`config.mk`:
```
export PLATFORM = sky130hd
export DESIGN_NAME = supcr_regs
export DESIGN_NICKNAME = d
export VERILOG_FILES = /design/src/hdl/supcr_regs.v
export VERILOG_INCLUDE_DIRS = /design/src /design/src/inc
export SDC_FILE = /design/constraint.sdc
export NUM_CORES = 1
export LEC_CHECK = 0
export BUFFER_PORTS_ARGS = -buffer_cell sky130_fd_sc_hd__buf_2
export CAP_MARGIN = 10
export CORE_ASPECT_RATIO = 2
export CORE_MARGIN = 1
export CORE_UTILIZATION = 60
export DETAILED_ROUTE_END_ITERATION = 16
export HOLD_SLACK_MARGIN = 0.02
export PLACE_DENSITY = 0.84
export RECOVER_POWER = 50
export SETUP_SLACK_MARGIN = 0.3
export SKIP_LAST_GASP = 1
export SYNTH_ARGS = -nofsm -noshare
export SYNTH_HDL_FRONTEND = slang
export SYNTH_SLANG_ARGS = --single-unit
```
`constraint.sdc`:
```
create_clock -name pclk -period 5.5 [get_ports pclk]
set_clock_uncertainty 0.05 [all_clocks]
set_input_delay 0.275 -clock pclk [delete_from_list [all_inputs] [get_ports pclk]]
set_output_delay 0.275 -clock pclk [all_outputs]
set_load 0.02 [all_outputs]
```
`src/inc/supcr_defines.vh`:
```
// Register map, field positions and reset values of the supply controller
`ifndef SUPCR_DEFINES_VH
`define SUPCR_DEFINES_VH
`define SUPCR_OFF_CONTROL      8'h00
`define SUPCR_OFF_MON_MODE     8'h04
`define SUPCR_OFF_MODE         8'h08
`define SUPCR_OFF_WAKE_MODE    8'h0c
`define SUPCR_OFF_WAKE_INPUTS  8'h10
`define SUPCR_OFF_STATUS       8'h14
`define SUPCR_OFF_IRQ_MASK     8'h18
`define SUPCR_OFF_IRQ_STATUS   8'h1c
`define SUPCR_KEY_MATCH_VALUE  8'ha5
`define SUPCR_KEY_MSB          31
`define SUPCR_KEY_LSB          24
`define SUPCR_BIT_REG_OFF      2
`define SUPCR_BIT_XTAL_SEL     3
`define SUPCR_MON_THR_MSB      3
`define SUPCR_MON_SMPL_MSB     10
`define SUPCR_MON_SMPL_LSB     8
`define SUPCR_BIT_MON_RST_EN   12
`define SUPCR_BIT_MON_IRQ_EN   13
`define SUPCR_LCD_LVL_MSB      3
`define SUPCR_LCD_MODE_MSB     5
`define SUPCR_LCD_MODE_LSB     4
`define SUPCR_BIT_BOD_RST_EN   12
`define SUPCR_BIT_BOD_DIS      13
`define SUPCR_BIT_REG_IN_USE   14
`define SUPCR_BIT_BKP_POR_EN   15
`define SUPCR_BIT_OSC_BYPASS   20
`define SUPCR_BIT_BKP_POR_ST   15
`define SUPCR_MON_MODE_MASK    32'h0000_370f
`define SUPCR_MODE_MASK        32'h0010_f03f
`define SUPCR_WAKE_MODE_MASK   32'h0307_7f0f
`define SUPCR_MODE_RESET       32'h0000_da00
`define SUPCR_ZERO_RESET       32'h0000_0000
`define SUPCR_SMPL_OFF         3'd0
`define SUPCR_SMPL_CONT        3'd1
`define SUPCR_SMPL_32          3'd2
`define SUPCR_SMPL_256         3'd3
`define SUPCR_SMPL_2048        3'd4
`define SUPCR_PERIOD_32        12'd31
`define SUPCR_PERIOD_256       12'd255
`define SUPCR_PERIOD_2048      12'd2047
`define SUPCR_LCD_OFF          2'd0
`define SUPCR_LCD_EXT          2'd2
`define SUPCR_LCD_INT          2'd3
`endif

```
`src/hdl/supcr_regs.v`:
```
// Supply controller register block with APB slave and supply monitor pacing
`timescale 1ns/10ps
`default_nettype none
`include "supcr_defines.vh"

// What this block does
// - Control writes need key byte 0xA5
// - Write protect blocks control and mode writes
// - Regulator-off bit resets system, stops regulator
// - Crystal-select bit moves slow clock to crystal
// - Monitor sampling: off, continuous, 1/32, 1/256, 1/2048
// - Monitor reset enable routes detection to reset
// - Monitor interrupt enable routes detection to interrupt
// - Threshold field drives analog monitor code
// - LCD mode selects off, external or internal supply
// - LCD level field drives regulator adjust
// - Brownout reset enable routes detection to reset
// - Brownout disable bit turns detector off
// - Regulator-in-use bit selects internal regulator
// - Backup POR enable bit drives its output directly; state only reads back in status
// - Bypass crystal when bypass and crystal selected
// - Mode resets to 0x0000DA00, others zero
module supcr_regs (
  input  wire        pclk,
  input  wire        presetn,
  input  wire        psel,
  input  wire        penable,
  input  wire        pwrite,
  input  wire [7:0]  paddr,
  input  wire [31:0] pwdata,
  output reg  [31:0] prdata,
  output reg         pready,
  output reg         pslverr,
  input  wire        slow_clock,
  input  wire        write_protect_enable,
  input  wire        monitor_detect,
  input  wire        brownout_detect,
  input  wire        backup_por_state,
  output reg         system_reset_req,
  output reg         regulator_stop,
  output reg         slow_clock_on_crystal,
  output reg         oscillator_bypassed,
  output reg         monitor_enable,
  output reg  [3:0]  monitor_threshold,
  output reg  [3:0]  lcd_regulator_level,
  output reg         external_lcd_supply,
  output reg         lcd_regulator_on,
  output reg         lcd_regulator_hiz,
  output reg         brownout_enable,
  output reg         regulator_in_use,
  output reg         backup_por_enable,
  output reg         irq
);

  reg  [31:0] mon_mode;
  reg  [31:0] mode;
  reg  [31:0] wake_mode;
  reg  [31:0] wake_inputs;
  reg  [1:0]  irq_status;
  reg  [1:0]  irq_mask;
  reg         crystal_select;
  reg  [2:0]  slow_sync;
  reg  [1:0]  mon_sync;
  reg  [1:0]  bod_sync;
  reg  [1:0]  por_sync;
  reg         mon_det_q;
  reg         bod_det_q;
  reg  [11:0] smpl_cnt;
  reg  [11:0] smpl_period;
  reg  [31:0] next_prdata;

  wire wr_en   = psel & penable & pwrite;
  wire rd_en   = psel & penable & ~pwrite;
  wire wp_ok   = ~write_protect_enable;
  wire key_ok  = pwdata[`SUPCR_KEY_MSB:`SUPCR_KEY_LSB] ==
                 `SUPCR_KEY_MATCH_VALUE;
  wire slow_tick = slow_sync[1] & ~slow_sync[2];
  wire [2:0] smpl_mode = mon_mode[`SUPCR_MON_SMPL_MSB:`SUPCR_MON_SMPL_LSB];
  wire [1:0] lcd_mode  = mode[`SUPCR_LCD_MODE_MSB:`SUPCR_LCD_MODE_LSB];
  wire mon_rise = mon_sync[1] & ~mon_det_q;
  wire bod_rise = bod_sync[1] & ~bod_det_q;
  wire mon_event = mon_rise & monitor_enable;
  wire bod_event = bod_rise & brownout_enable;
  wire stat_rd = rd_en & (paddr == `SUPCR_OFF_IRQ_STATUS);

  function is_mapped;
    input [7:0] a;
    begin
      is_mapped = (a <= `SUPCR_OFF_IRQ_STATUS) && (a[1:0] == 2'b00);
    end
  endfunction

  always @* begin
    case (smpl_mode)
      `SUPCR_SMPL_32:   smpl_period = `SUPCR_PERIOD_32;
      `SUPCR_SMPL_256:  smpl_period = `SUPCR_PERIOD_256;
      `SUPCR_SMPL_2048: smpl_period = `SUPCR_PERIOD_2048;
      default:          smpl_period = 12'h000;
    endcase
  end

  // Read mux; control register is write-only and reads zero
  always @* begin
    next_prdata = 32'h0000_0000;
    case (paddr)
      `SUPCR_OFF_MON_MODE:    next_prdata = mon_mode;
      `SUPCR_OFF_MODE:        next_prdata = mode;
      `SUPCR_OFF_WAKE_MODE:   next_prdata = wake_mode;
      `SUPCR_OFF_WAKE_INPUTS: next_prdata = wake_inputs;
      `SUPCR_OFF_STATUS: begin
        next_prdata[`SUPCR_BIT_BKP_POR_ST] = por_sync[1];
      end
      `SUPCR_OFF_IRQ_MASK:    next_prdata = {30'h0, irq_mask};
      `SUPCR_OFF_IRQ_STATUS:  next_prdata = {30'h0, irq_status};
      default:                next_prdata = 32'h0000_0000;
    endcase
  end

  // APB: one wait cycle, pready answers in the second access cycle
  always @(posedge pclk or negedge presetn) begin
    if (!presetn) begin
      pready  <= 1'b0;
      pslverr <= 1'b0;
      prdata  <= 32'h0000_0000;
    end else begin
      pready  <= psel & penable & ~pready;
      pslverr <= psel & penable & ~pready & ~is_mapped(paddr);
      if (rd_en & ~pready)
        prdata <= next_prdata;
    end
  end

  always @(posedge pclk or negedge presetn) begin
    if (!presetn) begin
      slow_sync <= 3'b000;
      mon_sync  <= 2'b00;
      bod_sync  <= 2'b00;
      por_sync  <= 2'b00;
      mon_det_q <= 1'b0;
      bod_det_q <= 1'b0;
    end else begin
      slow_sync <= {slow_sync[1:0], slow_clock};
      mon_sync  <= {mon_sync[0], monitor_detect};
      bod_sync  <= {bod_sync[0], brownout_detect};
      por_sync  <= {por_sync[0], backup_por_state};
      mon_det_q <= mon_sync[1];
      bod_det_q <= bod_sync[1];
    end
  end

  // Register writes take effect at the edge where pready is high
  always @(posedge pclk or negedge presetn) begin
    if (!presetn) begin
      mon_mode       <= `SUPCR_ZERO_RESET;
      mode           <= `SUPCR_MODE_RESET;
      wake_mode      <= `SUPCR_ZERO_RESET;
      wake_inputs    <= `SUPCR_ZERO_RESET;
      irq_mask       <= 2'b00;
      crystal_select <= 1'b0;
      regulator_stop <= 1'b0;
    end else if (wr_en & pready) begin
      case (paddr)
        `SUPCR_OFF_CONTROL:
          if (wp_ok & key_ok) begin
            if (pwdata[`SUPCR_BIT_REG_OFF])
              regulator_stop <= 1'b1;
            if (pwdata[`SUPCR_BIT_XTAL_SEL])
              crystal_select <= 1'b1;
          end
        `SUPCR_OFF_MON_MODE:
          if (wp_ok)
            mon_mode <= pwdata & `SUPCR_MON_MODE_MASK;
        `SUPCR_OFF_MODE:
          if (wp_ok)
            mode <= pwdata & `SUPCR_MODE_MASK;
        `SUPCR_OFF_WAKE_MODE:
          if (wp_ok)
            wake_mode <= pwdata & `SUPCR_WAKE_MODE_MASK;
        `SUPCR_OFF_WAKE_INPUTS:
          wake_inputs <= {3'b000, pwdata[28:0]};
        `SUPCR_OFF_IRQ_MASK:
          irq_mask <= pwdata[1:0];
        default: ;
      endcase
    end
  end

  // Monitor pacing counts slow clock edges; counter restarts each period
  always @(posedge pclk or negedge presetn) begin
    if (!presetn) begin
      smpl_cnt       <= 12'h000;
      monitor_enable <= 1'b0;
    end else begin
      case (smpl_mode)
        `SUPCR_SMPL_CONT: begin
          monitor_enable <= 1'b1;
          smpl_cnt       <= 12'h000;
        end
        `SUPCR_SMPL_32, `SUPCR_SMPL_256, `SUPCR_SMPL_2048: begin
          if (slow_tick) begin
            if (smpl_cnt >= smpl_period)
              smpl_cnt <= 12'h000;
            else
              smpl_cnt <= smpl_cnt + 12'h001;
            monitor_enable <= (smpl_cnt == 12'h000);
          end
        end
        default: begin
          monitor_enable <= 1'b0;
          smpl_cnt       <= 12'h000;
        end
      endcase
    end
  end

  // Sticky events: bit0 monitor (gated by its enable), bit1 brownout
  always @(posedge pclk or negedge presetn) begin
    if (!presetn) begin
      irq_status <= 2'b00;
      irq        <= 1'b0;
    end else begin
      // A new event wins over the clear-on-read in the same cycle
      irq_status <= (irq_status & {2{~(stat_rd & pready)}}) |
                    {bod_event,
                     mon_event & mon_mode[`SUPCR_BIT_MON_IRQ_EN]};
      irq <= |(irq_status & irq_mask);
    end
  end

  always @(posedge pclk or negedge presetn) begin
    if (!presetn) begin
      system_reset_req      <= 1'b0;
      slow_clock_on_crystal <= 1'b0;
      oscillator_bypassed   <= 1'b0;
      monitor_threshold     <= 4'h0;
      lcd_regulator_level   <= 4'h0;
      external_lcd_supply   <= 1'b0;
      lcd_regulator_on      <= 1'b0;
      lcd_regulator_hiz     <= 1'b0;
      brownout_enable       <= 1'b0;
      regulator_in_use      <= 1'b0;
      backup_por_enable     <= 1'b0;
    end else begin
      // Reset request holds until the system reset clears this block
      system_reset_req <= system_reset_req | regulator_stop |
        (mon_event & mon_mode[`SUPCR_BIT_MON_RST_EN]) |
        (bod_event & mode[`SUPCR_BIT_BOD_RST_EN]);
      slow_clock_on_crystal <= crystal_select;
      // Bypass only applies once crystal is picked; order is software's job
      oscillator_bypassed <= crystal_select &
                             mode[`SUPCR_BIT_OSC_BYPASS];
      monitor_threshold   <= mon_mode[`SUPCR_MON_THR_MSB:0];
      lcd_regulator_level <= mode[`SUPCR_LCD_LVL_MSB:0];
      external_lcd_supply <= (lcd_mode == `SUPCR_LCD_EXT);
      lcd_regulator_hiz   <= (lcd_mode == `SUPCR_LCD_EXT);
      lcd_regulator_on    <= (lcd_mode == `SUPCR_LCD_INT);
      brownout_enable     <= ~mode[`SUPCR_BIT_BOD_DIS];
      regulator_in_use    <= mode[`SUPCR_BIT_REG_IN_USE];
      backup_por_enable   <= mode[`SUPCR_BIT_BKP_POR_EN];
    end
  end

endmodule
`default_nettype wire

```
==> flow_metrics.env, run 1 <==
export IMPL_status="finished clean"
export IMPL_std_cell_rows=52
export IMPL_netlist_area_mm2=0.006245
export IMPL_ys_warn_count=0
export IMPL_rsz0062_at_grt="no"
export IMPL_p_comb_frac=0.042
export IMPL_drt_vias_per_instance=6.129
export IMPL_crit_path_end_kind="flop"
export IMPL_ys_flop_type="dfrtp_1"
export IMPL_cts_max_path_buffers=2
export IMPL_first_pass_iters=5
export IMPL_period_share=0.5683
export IMPL_seq_power_share=0.451
export IMPL_hold_path_cell_count=2
export IMPL_netlist_top_cells_count="dfrtp_1 (140), mux2_2 (59), nand2_1 (41), a22o_1 (27), nor2_1 (26)"
export IMPL_dieArea_mm2=0.01084
export IMPL_synth_edff_count=0
export IMPL_reg2regPathDepth=8
export IMPL_drc=0
export IMPL_cts_buffers=17
export IMPL_grt_pass1_wl_um=24680
export IMPL_yosys_top_cells_area="dfrtp_1 (56%), mux2_2 (11%), a22o_1 (3.8%)"
export IMPL_slew_violations=0
export IMPL_switching_share=0.2221
export IMPL_root_buffer="clkbuf_16"
export IMPL_drtIter0Drc=297
export IMPL_max_slew_worst_pin_slew_ps=1146
export IMPL_die_w_um=74.14
export IMPL_intPower_mw=1.863
export IMPL_track_usage=0.3110
export IMPL_fmax_mhz=319.9
export IMPL_n_antenna_cell=0
export IMPL_arrival_ps=3380
export IMPL_path_class="reg2reg"
export IMPL_relSlewSlack=0.2319
export IMPL_ys_ff_latch=144
export IMPL_synth_top_cell_by_area="dfrtp_1"
export IMPL_grt_pass1_vias=4858
export IMPL_setup_viol=0
export IMPL_gr_total_overflow=0
export IMPL_fin_total_pwr_mw=2.395
export IMPL_post_cts_setup_buffers=0
export IMPL_num_io_pins=104
export IMPL_tritoncts="done"
export IMPL_portBuffers=100
export IMPL_clkTransAtPathRegs_ps=60
export IMPL_switchingPower_uw=531.9
export IMPL_crit_path_top_delay_cell="o2111a_1"
export IMPL_min_path_type="in2reg"
export IMPL_place_congestion=0.8979
export IMPL_synth_top_cell_area_share=0.5610
export IMPL_critPathRequiredTime_ps=5760
export IMPL_dpl_hpwl_um=10540
export IMPL_finalNetCount=661
export IMPL_htreeDepth=4
export IMPL_power_leakage_nw=3.565
export IMPL_cellPowerDensity_mw_per_mm2=322.7
export IMPL_wire_per_inst_um=20.62
export IMPL_fillCellCount=710
export IMPL_grt_max_degree=90
export IMPL_wl_um=15470
export IMPL_avgSynthCellArea_um2=12.54
export IMPL_area_growth_syn_to_layout_pct=18.85
export IMPL_synth_most_common_cell="dfrtp_1"
export IMPL_clkPwrFrac=0.506
export IMPL_cpPeakStageDelay_ps=600
export IMPL_cp_max_fo=11
export IMPL_period_needed_ps=3126
export IMPL_coreArea_mm2=0.01015
export IMPL_ys_seq_area_frac=0.5778
export IMPL_clock_sinks=144
export IMPL_finalSetupTns_ps=0
export IMPL_start_kind="flop"
export IMPL_fp_dieH_um=146.3
export IMPL_antenna_found_initial=0
export IMPL_hold_viol_final=0
export IMPL_postSynthCellCount=498
export IMPL_start_util=0.6153
export IMPL_cap_violations=0
export IMPL_clk_latency_ps=420
export IMPL_ir_drop_mv=0.2622
export IMPL_path_cells="nor3b_4, inv_1, ha_1, nand4b_1, a311oi_1, o2111a_1, nor4b_4, a32o_1"
export IMPL_ant_nets=0
export IMPL_vias=4597
export IMPL_ys_types=63
export IMPL_drive_gt1_frac=0.2553
export IMPL_async_flop_share=1.000
-- registers in the layout (all words and copies together), names as in the netlist, 2 cells and up --
signal	cells
bod_sync	2
irq_mask	2
irq_status	2
lcd_regulator_level	4
mode	12
mon_mode	9
mon_sync	2
monitor_threshold	4
por_sync	2
prdata	29
slow_sync	3
smpl_cnt	12
wake_inputs	29
wake_mode	16
-- area by class of cell --
cell class	instances	area (um2)	area share
Timing Repair Buffer	109	523.0	0.07047
Inverter	7	26.28	0.003540
Clock inverter	13	186.4	0.02512
Tap cell	135	168.9	0.02276
Multi-Input combinational cell	323	2476	0.3336
Clock buffer	19	432.9	0.05833
Sequential cell	144	3608	0.4862
-- cells in the final DEF (no fill, tap or decap), types with 4 or more instances in the layout --
master	synthesis	layout
dfrtp_1	140	140
mux2_2	59	59
clkbuf_1	8	53
buf_2	8	48
nand2_1	41	41
a22o_1	27	27
nor2_1	26	25
clkbuf_16	0	17
o21ai_0	14	14
nand3_1	13	13
nor2b_1	9	9
mux2_1	9	9
ha_1	9	9
and3_1	8	8
o31ai_1	8	8
inv_1	7	7
a22oi_1	7	7
a221oi_1	7	7
and2_1	8	6
a21oi_1	5	5
nand4_1	5	5
a21o_1	5	5
nor3_1	6	5
dlygate4sd3_1	0	5
bufinv_16	0	4
clkinvlp_4	0	4
buf_4	7	4
-- timing repair --
action	in CTS	in global routing
hold buffers	5	0
hold endpoints to repair	91	0
gates resized for setup	0	0
-- routing by layer --
metal,up-vias,GRT usage,routed length (um)
li1,2020,-,-
met1,2306,0.3517,5682
met2,217,0.5359,8556
met3,54,0.06211,627
met4,0,0.1606,599
met5,-,0,0
-- final timing paths --
| path | start | endpoint | slack (ps) |
|---|---|---|---|
| max | mon_mode[10] | smpl_cnt[11] | 2370 |
| min in group asynchronous | presetn | smpl_cnt[7] | 420 |
| min | pwdata[19] | wake_inputs[19] | 30 |
| max reg2reg | mon_mode[10] | smpl_cnt[11] | 2370 |
| min reg2reg | slow_sync[0] | slow_sync[1] | 310 |
| max in group asynchronous | presetn | prdata[20] | 3760 |
-- through the flow --
step | std cells | area (um2) | hold WS (ps) | setup WS [ps] | utilization
after floorplan | 500 | 6252 | -70.59 | 2907 | -
after global placement | 713 | 6817 | 281.5 | 2603 | 0.6716
after detailed placement | 713 | 6817 | 286.3 | 2471 | 0.6716
after CTS | 750 | 7486 | 29.66 | 2445 | 0.7375
after global routing | 750 | 7422 | 21.31 | 2197 | 0.7313
final | 750 | 7422 | 29.02 | 2374 | 0.7313
-- power groups by stage --
stage	combinational [mW]	sequential (mW)	clock, mW
2_1_floorplan	0.0297	1.11	0
3_3_place_gp	0.0976	1.10	0
3_5_place_dp	0.100	1.10	0
4_1_cts	0.105	1.08	1.22
5_1_grt	0.111	1.08	1.27
6_report	0.101	1.08	1.21
-- worst max-delay path: cells and delay by family (launching register included) --
family / cells / cell delay, ps
DFF: 1 / 480
and+or+nand+nor: 3 / 630
buffers and inverters: 1 / 200
adders and majority gates: 1 / 350
AOI/OAI and AO/OA: 3 / 1290
-- kinds of logic (layout without fill, tap and decap cells) --
logic type,count (synthesis),in the layout,share of synthesized area
compound gates,92,92,0.1148
xor+xnor,1,1,0.001403
fa+ha+maj,9,9,0.01803
buf+inv,33,148,0.02805
flops,144,144,0.5778
mux,72,72,0.1310
other cells,1,3,0.0006005
simple gates,146,146,0.1282
Power figures use the tool's default switching activity.
==> run 2, diff against run 1 <==
- ABC_AREA: unset -> 1
- CORE_UTILIZATION: 60 -> 56
- PLACE_DENSITY: 0.84 -> 0.79
- clock period: 5.5 -> 3 ns (I/O delays scaled with it)
==> flow_metrics.env, run 2 <==
export IMPL_multiInputGateArea_mm2=0.002369
export IMPL_fp_dieH_um=154.1
export IMPL_r2r_slack_ps=600
export IMPL_vias=5616
export IMPL_grt_pass1_vias=5694
export IMPL_die_w_um=78.03
export IMPL_ys_warn_count=0
export IMPL_postSynthCellCount=766
export IMPL_async_flop_share=1.000
export IMPL_critPathRequiredTime_ps=3280
export IMPL_dpl_hpwl_um=11150
export IMPL_root_buffer="clkbuf_16"
export IMPL_tritoncts="done"
export IMPL_r2r_start="mon_mode[9]"
export IMPL_dieArea_mm2=0.01202
export IMPL_post_route_util=0.7032
export IMPL_start_util=0.5736
export IMPL_clock_sinks=144
export IMPL_n_antenna_cell=0
export IMPL_grt_pass1_wl_um=27090
export IMPL_relSlewSlack=-0.2286
export IMPL_final_cell_mix="nand2_1 (265), dfrtp_1 (140), inv_1 (74), o21ai_0 (56), nand3_1 (53)"
export IMPL_hold_end="pready"
export IMPL_synth_edff_count=0
export IMPL_fmax_mhz=417.3
export IMPL_ys_flop_type="dfrtp_1"
export IMPL_period_needed_ps=2396
export IMPL_clk_latency_ps=410
export IMPL_yosys_top_cells_area="dfrtp_1 (54%), nand2_1 (15%), o21ai_0 (4.3%)"
export IMPL_max_slew_worst_pin_slew_ps=1843
export IMPL_cts_buffers=17
export IMPL_layout_cells_most_common="nand2_1"
export IMPL_antenna_found_initial=0
export IMPL_portBuffers=100
export IMPL_holdWs_ps=36.72
export IMPL_ant_nets=0
export IMPL_setup_viol=0
export IMPL_cpPeakStageDelay_ps=430
export IMPL_reg2regPathDepth=12
export IMPL_power_leakage_nw=4.111
export IMPL_cap_violations=1
export IMPL_crit_path_end_kind="flop"
export IMPL_drtIter0Drc=322
export IMPL_post_cts_setup_buffers=0
export IMPL_wire_per_inst_um=15.69
export IMPL_synth_top_cell_by_area="dfrtp_1"
export IMPL_track_usage=0.2950
export IMPL_area_growth_syn_to_layout_pct=22.59
export IMPL_start_kind="flop"
export IMPL_drive_gt1_frac=0.1253
export IMPL_min_from="penable"
export IMPL_ys_seq_area_frac=0.5574
export IMPL_place_congestion=0.9350
export IMPL_clkTransAtPathRegs_ps=60
export IMPL_htreeDepth=4
export IMPL_num_io_pins=104
export IMPL_rsz0062_at_grt="no"
export IMPL_path_class="reg2reg"
export IMPL_drc=0
export IMPL_finalNetCount=956
export IMPL_seqCellArea_mm2=0.003608
export IMPL_avgSynthCellArea_um2=8.451
export IMPL_cp_max_fo=9
export IMPL_arrival_ps=2680
export IMPL_status="finished, violations left"
export IMPL_netlist_top_cells_count="nand2_1 (265), dfrtp_1 (140), inv_1 (74), o21ai_0 (56), nand3_1 (53)"
export IMPL_netlist_area_mm2=0.006474
export IMPL_gr_total_overflow=0
export IMPL_ir_drop_mv=0.5143
export IMPL_violations="capacitance limit, slew limit"
export IMPL_grt_max_degree=78
export IMPL_instances_no_fill=1052
export IMPL_first_pass_iters=5
export IMPL_cts_max_path_buffers=2
export IMPL_cp_top_family="simple AND/OR/NAND/NOR gates"
export IMPL_slew_violations=78
export IMPL_synth_most_common_cell="nand2_1"
export IMPL_finalSetupTns_ps=0
export IMPL_largestRegisters="prdata: 29 flops, wake_inputs: 29 flops, wake_mode: 16 flops"
export IMPL_min_path_type="in2reg"
export IMPL_wl_um=16510
export IMPL_synth_top_cell_area_share=0.5412
export IMPL_std_cell_rows=55
export IMPL_ys_types=35
export IMPL_path_cells="nor2_1, nand2_1, nand2_1, inv_1, ha_1, a21oi_1, nand2_1, nand2_1, nand2_1, nor2_2, nand2_2, o21ai_1"
export IMPL_crit_path_top_delay_cell="dfrtp_1"
export IMPL_hold_path_cell_count=3
export IMPL_r2r_end="smpl_cnt[2]"
export IMPL_hold_viol_final=0
export IMPL_crit_buf_inv=1
export IMPL_coreArea_mm2=0.01129
export IMPL_drt_vias_per_instance=5.338
export IMPL_fillCellCount=916
export IMPL_period_share=0.7988
export IMPL_placed_cells=986
export IMPL_cellPowerDensity_mw_per_mm2=566.4
export IMPL_crit_top_cell="nand2_1"
export IMPL_ys_ff_latch=144
-- run 2: tightest hold or removal path, stage by stage --
cell and delay (ps):
buf_2 100, nand2_1 130, nor2_1 90
-- run 2: what timing repair did --
item | in CTS | in global routing
hold buffers | 34 | 0
hold endpoints to repair | 125 | 0
resized for setup | 0 | 0
-- run 2: how the worst max path moves through the flow --
stage,from,endpoint,slack [ps],cells after the start
6_report,mon_mode[9],smpl_cnt[2],600,12
5_1_grt,presetn,wake_inputs[21],270,3
4_1_cts,mon_mode[9],smpl_cnt[4],670,12
3_5_place_dp,mon_mode[9],smpl_cnt[4],700,12
3_3_place_gp,mon_mode[9],smpl_cnt[4],840,12
2_1_floorplan,mon_mode[9],smpl_cnt[1],1060,12
-- run 2: metal layers --
metal | global-route usage | wire, um | up-vias
met2 | 0.5436 | 9179 | 184
li1 | - | - | 2681
met4 | 0.1270 | 528 | 0
met1 | 0.3239 | 6116 | 2712
met3 | 0.05579 | 684 | 39
met5 | 0 | 0 | -
-- run 2: where the power goes --
part	total (mW)	switching [mW]	leakage, nW	internal (mW)
sequential	1.98	0.0131	1.85	1.97
combinational	0.207	0.132	1.96	0.0750
clock	2.31	0.833	0.306	1.48
-- run 2: metrics by stage --
step | power (mW) | setup slack, ps | cell area, um2
final | 4.495 | 603.7 | 7936
after global routing | 4.617 | 265.7 | 7936
after CTS | 4.511 | 672.6 | 8009
after detailed placement | 2.191 | 695.7 | 7025
after global placement | 2.185 | 835.9 | 7025
after floorplan | 2.082 | 1061 | 6481
-- run 2: cell families (layout without fill, tap and decap cells) --
family	after synthesis	after routing	share of synthesized area
buffers and inverters	112	254	0.07789
AND/OR/NAND/NOR	402	402	0.2652
adder cells (fa/ha/maj)	9	9	0.01739
flip-flops	144	144	0.5574
XOR/XNOR	3	3	0.004059
AO/OA/AOI/OAI	95	95	0.07750
other	1	3	0.0005793
-- run 2: final cells by class --
type	instances	share of cell area
clock inverters	14	0.02696
flip-flops and latches	144	0.4547
well taps	142	0.02239
repair buffers	143	0.1061
inverters	79	0.03736
multi-input cells	512	0.2984
clock buffers	18	0.05408
==> run 3, diff against run 2 <==
- ABC_AREA: 1 -> 0
- CORE_UTILIZATION: 56 -> 51
- PLACE_DENSITY: 0.79 -> 0.76
- clock period: 3 -> 1.95 ns (I/O delays scaled with it)
==> flow_metrics.env, run 3 (synthesized netlist as in run 1, its figures left out) <==
export IMPL_busiest_layer="met2"
export IMPL_met3_usage=0.05158
export IMPL_drtIter0Drc=263
export IMPL_crit_path_end_kind="flop"
export IMPL_finalNetCount=750
export IMPL_wire_per_inst_um=19.90
export IMPL_die_w_um=80.25
export IMPL_status="finished, violations left"
export IMPL_violations="capacitance limit, slew limit, setup timing"
export IMPL_cts_buffers=17
export IMPL_antenna_found_initial=0
export IMPL_layout_cells_most_common="dfrtp_1"
export IMPL_clkTransAtPathRegs_ps=60
export IMPL_vias=4964
export IMPL_path_class="reg2reg"
export IMPL_dieArea_mm2=0.01272
export IMPL_fin_total_pwr_mw=6.573
export IMPL_start_kind="flop"
export IMPL_start_util=0.5274
export IMPL_gr_total_overflow=0
export IMPL_clock_sinks=144
export IMPL_track_usage=0.2863
export IMPL_clk_latency_ps=420
export IMPL_n_antenna_cell=0
export IMPL_area_growth_syn_to_layout_pct=35.82
export IMPL_dpl_hpwl_um=11770
export IMPL_grt_pass1_wl_um=26480
export IMPL_num_io_pins=104
export IMPL_max_slew_worst_pin_slew_ps=1542
export IMPL_period_share=1.290
export IMPL_fmax_mhz=397.5
export IMPL_fp_dieH_um=158.5
export IMPL_htreeDepth=4
export IMPL_coreArea_mm2=0.01184
export IMPL_cellPowerDensity_mw_per_mm2=775.0
export IMPL_drc=0
export IMPL_power_leakage_nw=4.272
export IMPL_setup_viol=12
export IMPL_tritoncts="done"
export IMPL_period_needed_ps=2516
export IMPL_ir_drop_mv=0.6344
export IMPL_cts_max_path_buffers=2
export IMPL_critPathRequiredTime_ps=2200
export IMPL_place_ws_ps=-647.3
export IMPL_final_cell_mix="dfrtp_1 (138), buf_2 (99), buf_4 (45), nand2_1 (41), mux2_2 (40)"
export IMPL_holdWs_ps=127.5
export IMPL_layout_setup_ws_ps=-565.8
export IMPL_rsz0062_at_grt="yes"
export IMPL_arrival_ps=2770
export IMPL_place_congestion=0.8733
export IMPL_cp_max_fo=6
export IMPL_ant_nets=0
export IMPL_first_pass_iters=7
export IMPL_drt_vias_per_instance=5.847
export IMPL_std_cell_rows=56
export IMPL_relSlewSlack=-0.02820
export IMPL_use_met2=0.5063
export IMPL_grt_pass1_vias=5225
export IMPL_min_path_type="in2reg"
export IMPL_wl_um=16900
export IMPL_fillCellCount=789
export IMPL_drive_gt1_frac=0.4077
export IMPL_portBuffers=100
export IMPL_use_met1=0.3075
export IMPL_slew_violations=61
export IMPL_grt_max_degree=62
export IMPL_root_buffer="clkbuf_16"
export IMPL_largestRegisters="prdata: 29 flops, wake_inputs: 29 flops, wake_mode: 16 flops"
export IMPL_cap_violations=1
export IMPL_hold_viol_final=0
run 3: changes by cell type in the layout (fill, tap and decap cells not counted), moves of 26 or more:
cell,change
nand3_1,-41
a22o_1,+26
buf_2,+51
clkbuf_1,-50
o21ai_0,-42
inv_1,-68
mux2_2,+40
buf_4,+37
nand2_1,-224
run 3: final cells by class:
| type | instances | area (um2) | share of cell area |
|---|---|---|---|
| clock buffer | 19 | 442.9 | 0.05222 |
| inverter | 7 | 26.28 | 0.003098 |
| clock inverter | 13 | 130.1 | 0.01534 |
| tap | 145 | 181.4 | 0.02139 |
| multi-input combinational | 323 | 2680 | 0.3160 |
| sequential | 144 | 3611 | 0.4257 |
| timing repair buffer | 198 | 1410 | 0.1662 |
run 3: critical path: stages (launching register included):
cell and delay, ps:
dfrtp_1 430, nor3b_4 270, inv_2 100, ha_1 300, nand4b_1 190, a311oi_2 260
o2111a_2 270, buf_12 130, nor3_4 50, buf_6 130, a22o_1 220
run 3: power by group:
group	internal, mW	switching [mW]
logic	0.160	0.226
clock network	1.81	1.33
registers	3.03	0.0212
total	5.00	1.57
run 3: timing repair:
item	CTS	global route
setup endpoints to repair	69	30
pin swaps	7	8
buffers inserted	7	5
hold buffers	36	0
gates cloned	0	1
resized for setup	10	16
endpoints found under the hold margin	131	0
run 3: per-stage QoR:
| step | utilization | setup TNS, ps | instances | instance area [um2] |
|---|---|---|---|---|
| global route | 0.7163 | -9688 | 849 | 8482 |
| detailed placement | 0.6184 | -6861 | 768 | 7323 |
| CTS | 0.7064 | -5812 | 843 | 8364 |
| finish | 0.7163 | -6508 | 849 | 8482 |
| global placement | 0.6184 | -6287 | 768 | 7323 |
| floorplan | - | -5423 | 500 | 6385 |
run 3: final timing paths:
check / slack (ps) / endpoint / cells past startpoint / start
min in group asynchronous: 560 / smpl_cnt[1] / 2 / presetn
max in group asynchronous: 190 / mode[12] / 3 / presetn
worst min register to register: 310 / slow_sync[1] / 0 / slow_sync[0]
worst min-delay path: 130 / irq_status[1] / 4 / pwrite
worst max-delay path: -570 / smpl_cnt[6] / 10 / mon_mode[8]
worst max register to register: -570 / smpl_cnt[6] / 10 / mon_mode[8]
run 3: per-layer routing:
metal / vias up / wire (um) / share of wire
li1: 2219 / - / -
met1: 2505 / 6086 / 0.36
met2: 182 / 9375 / 0.55
met3: 58 / 619 / 0.037
met4: 0 / 816 / 0.048
met5: - / 0 / 0
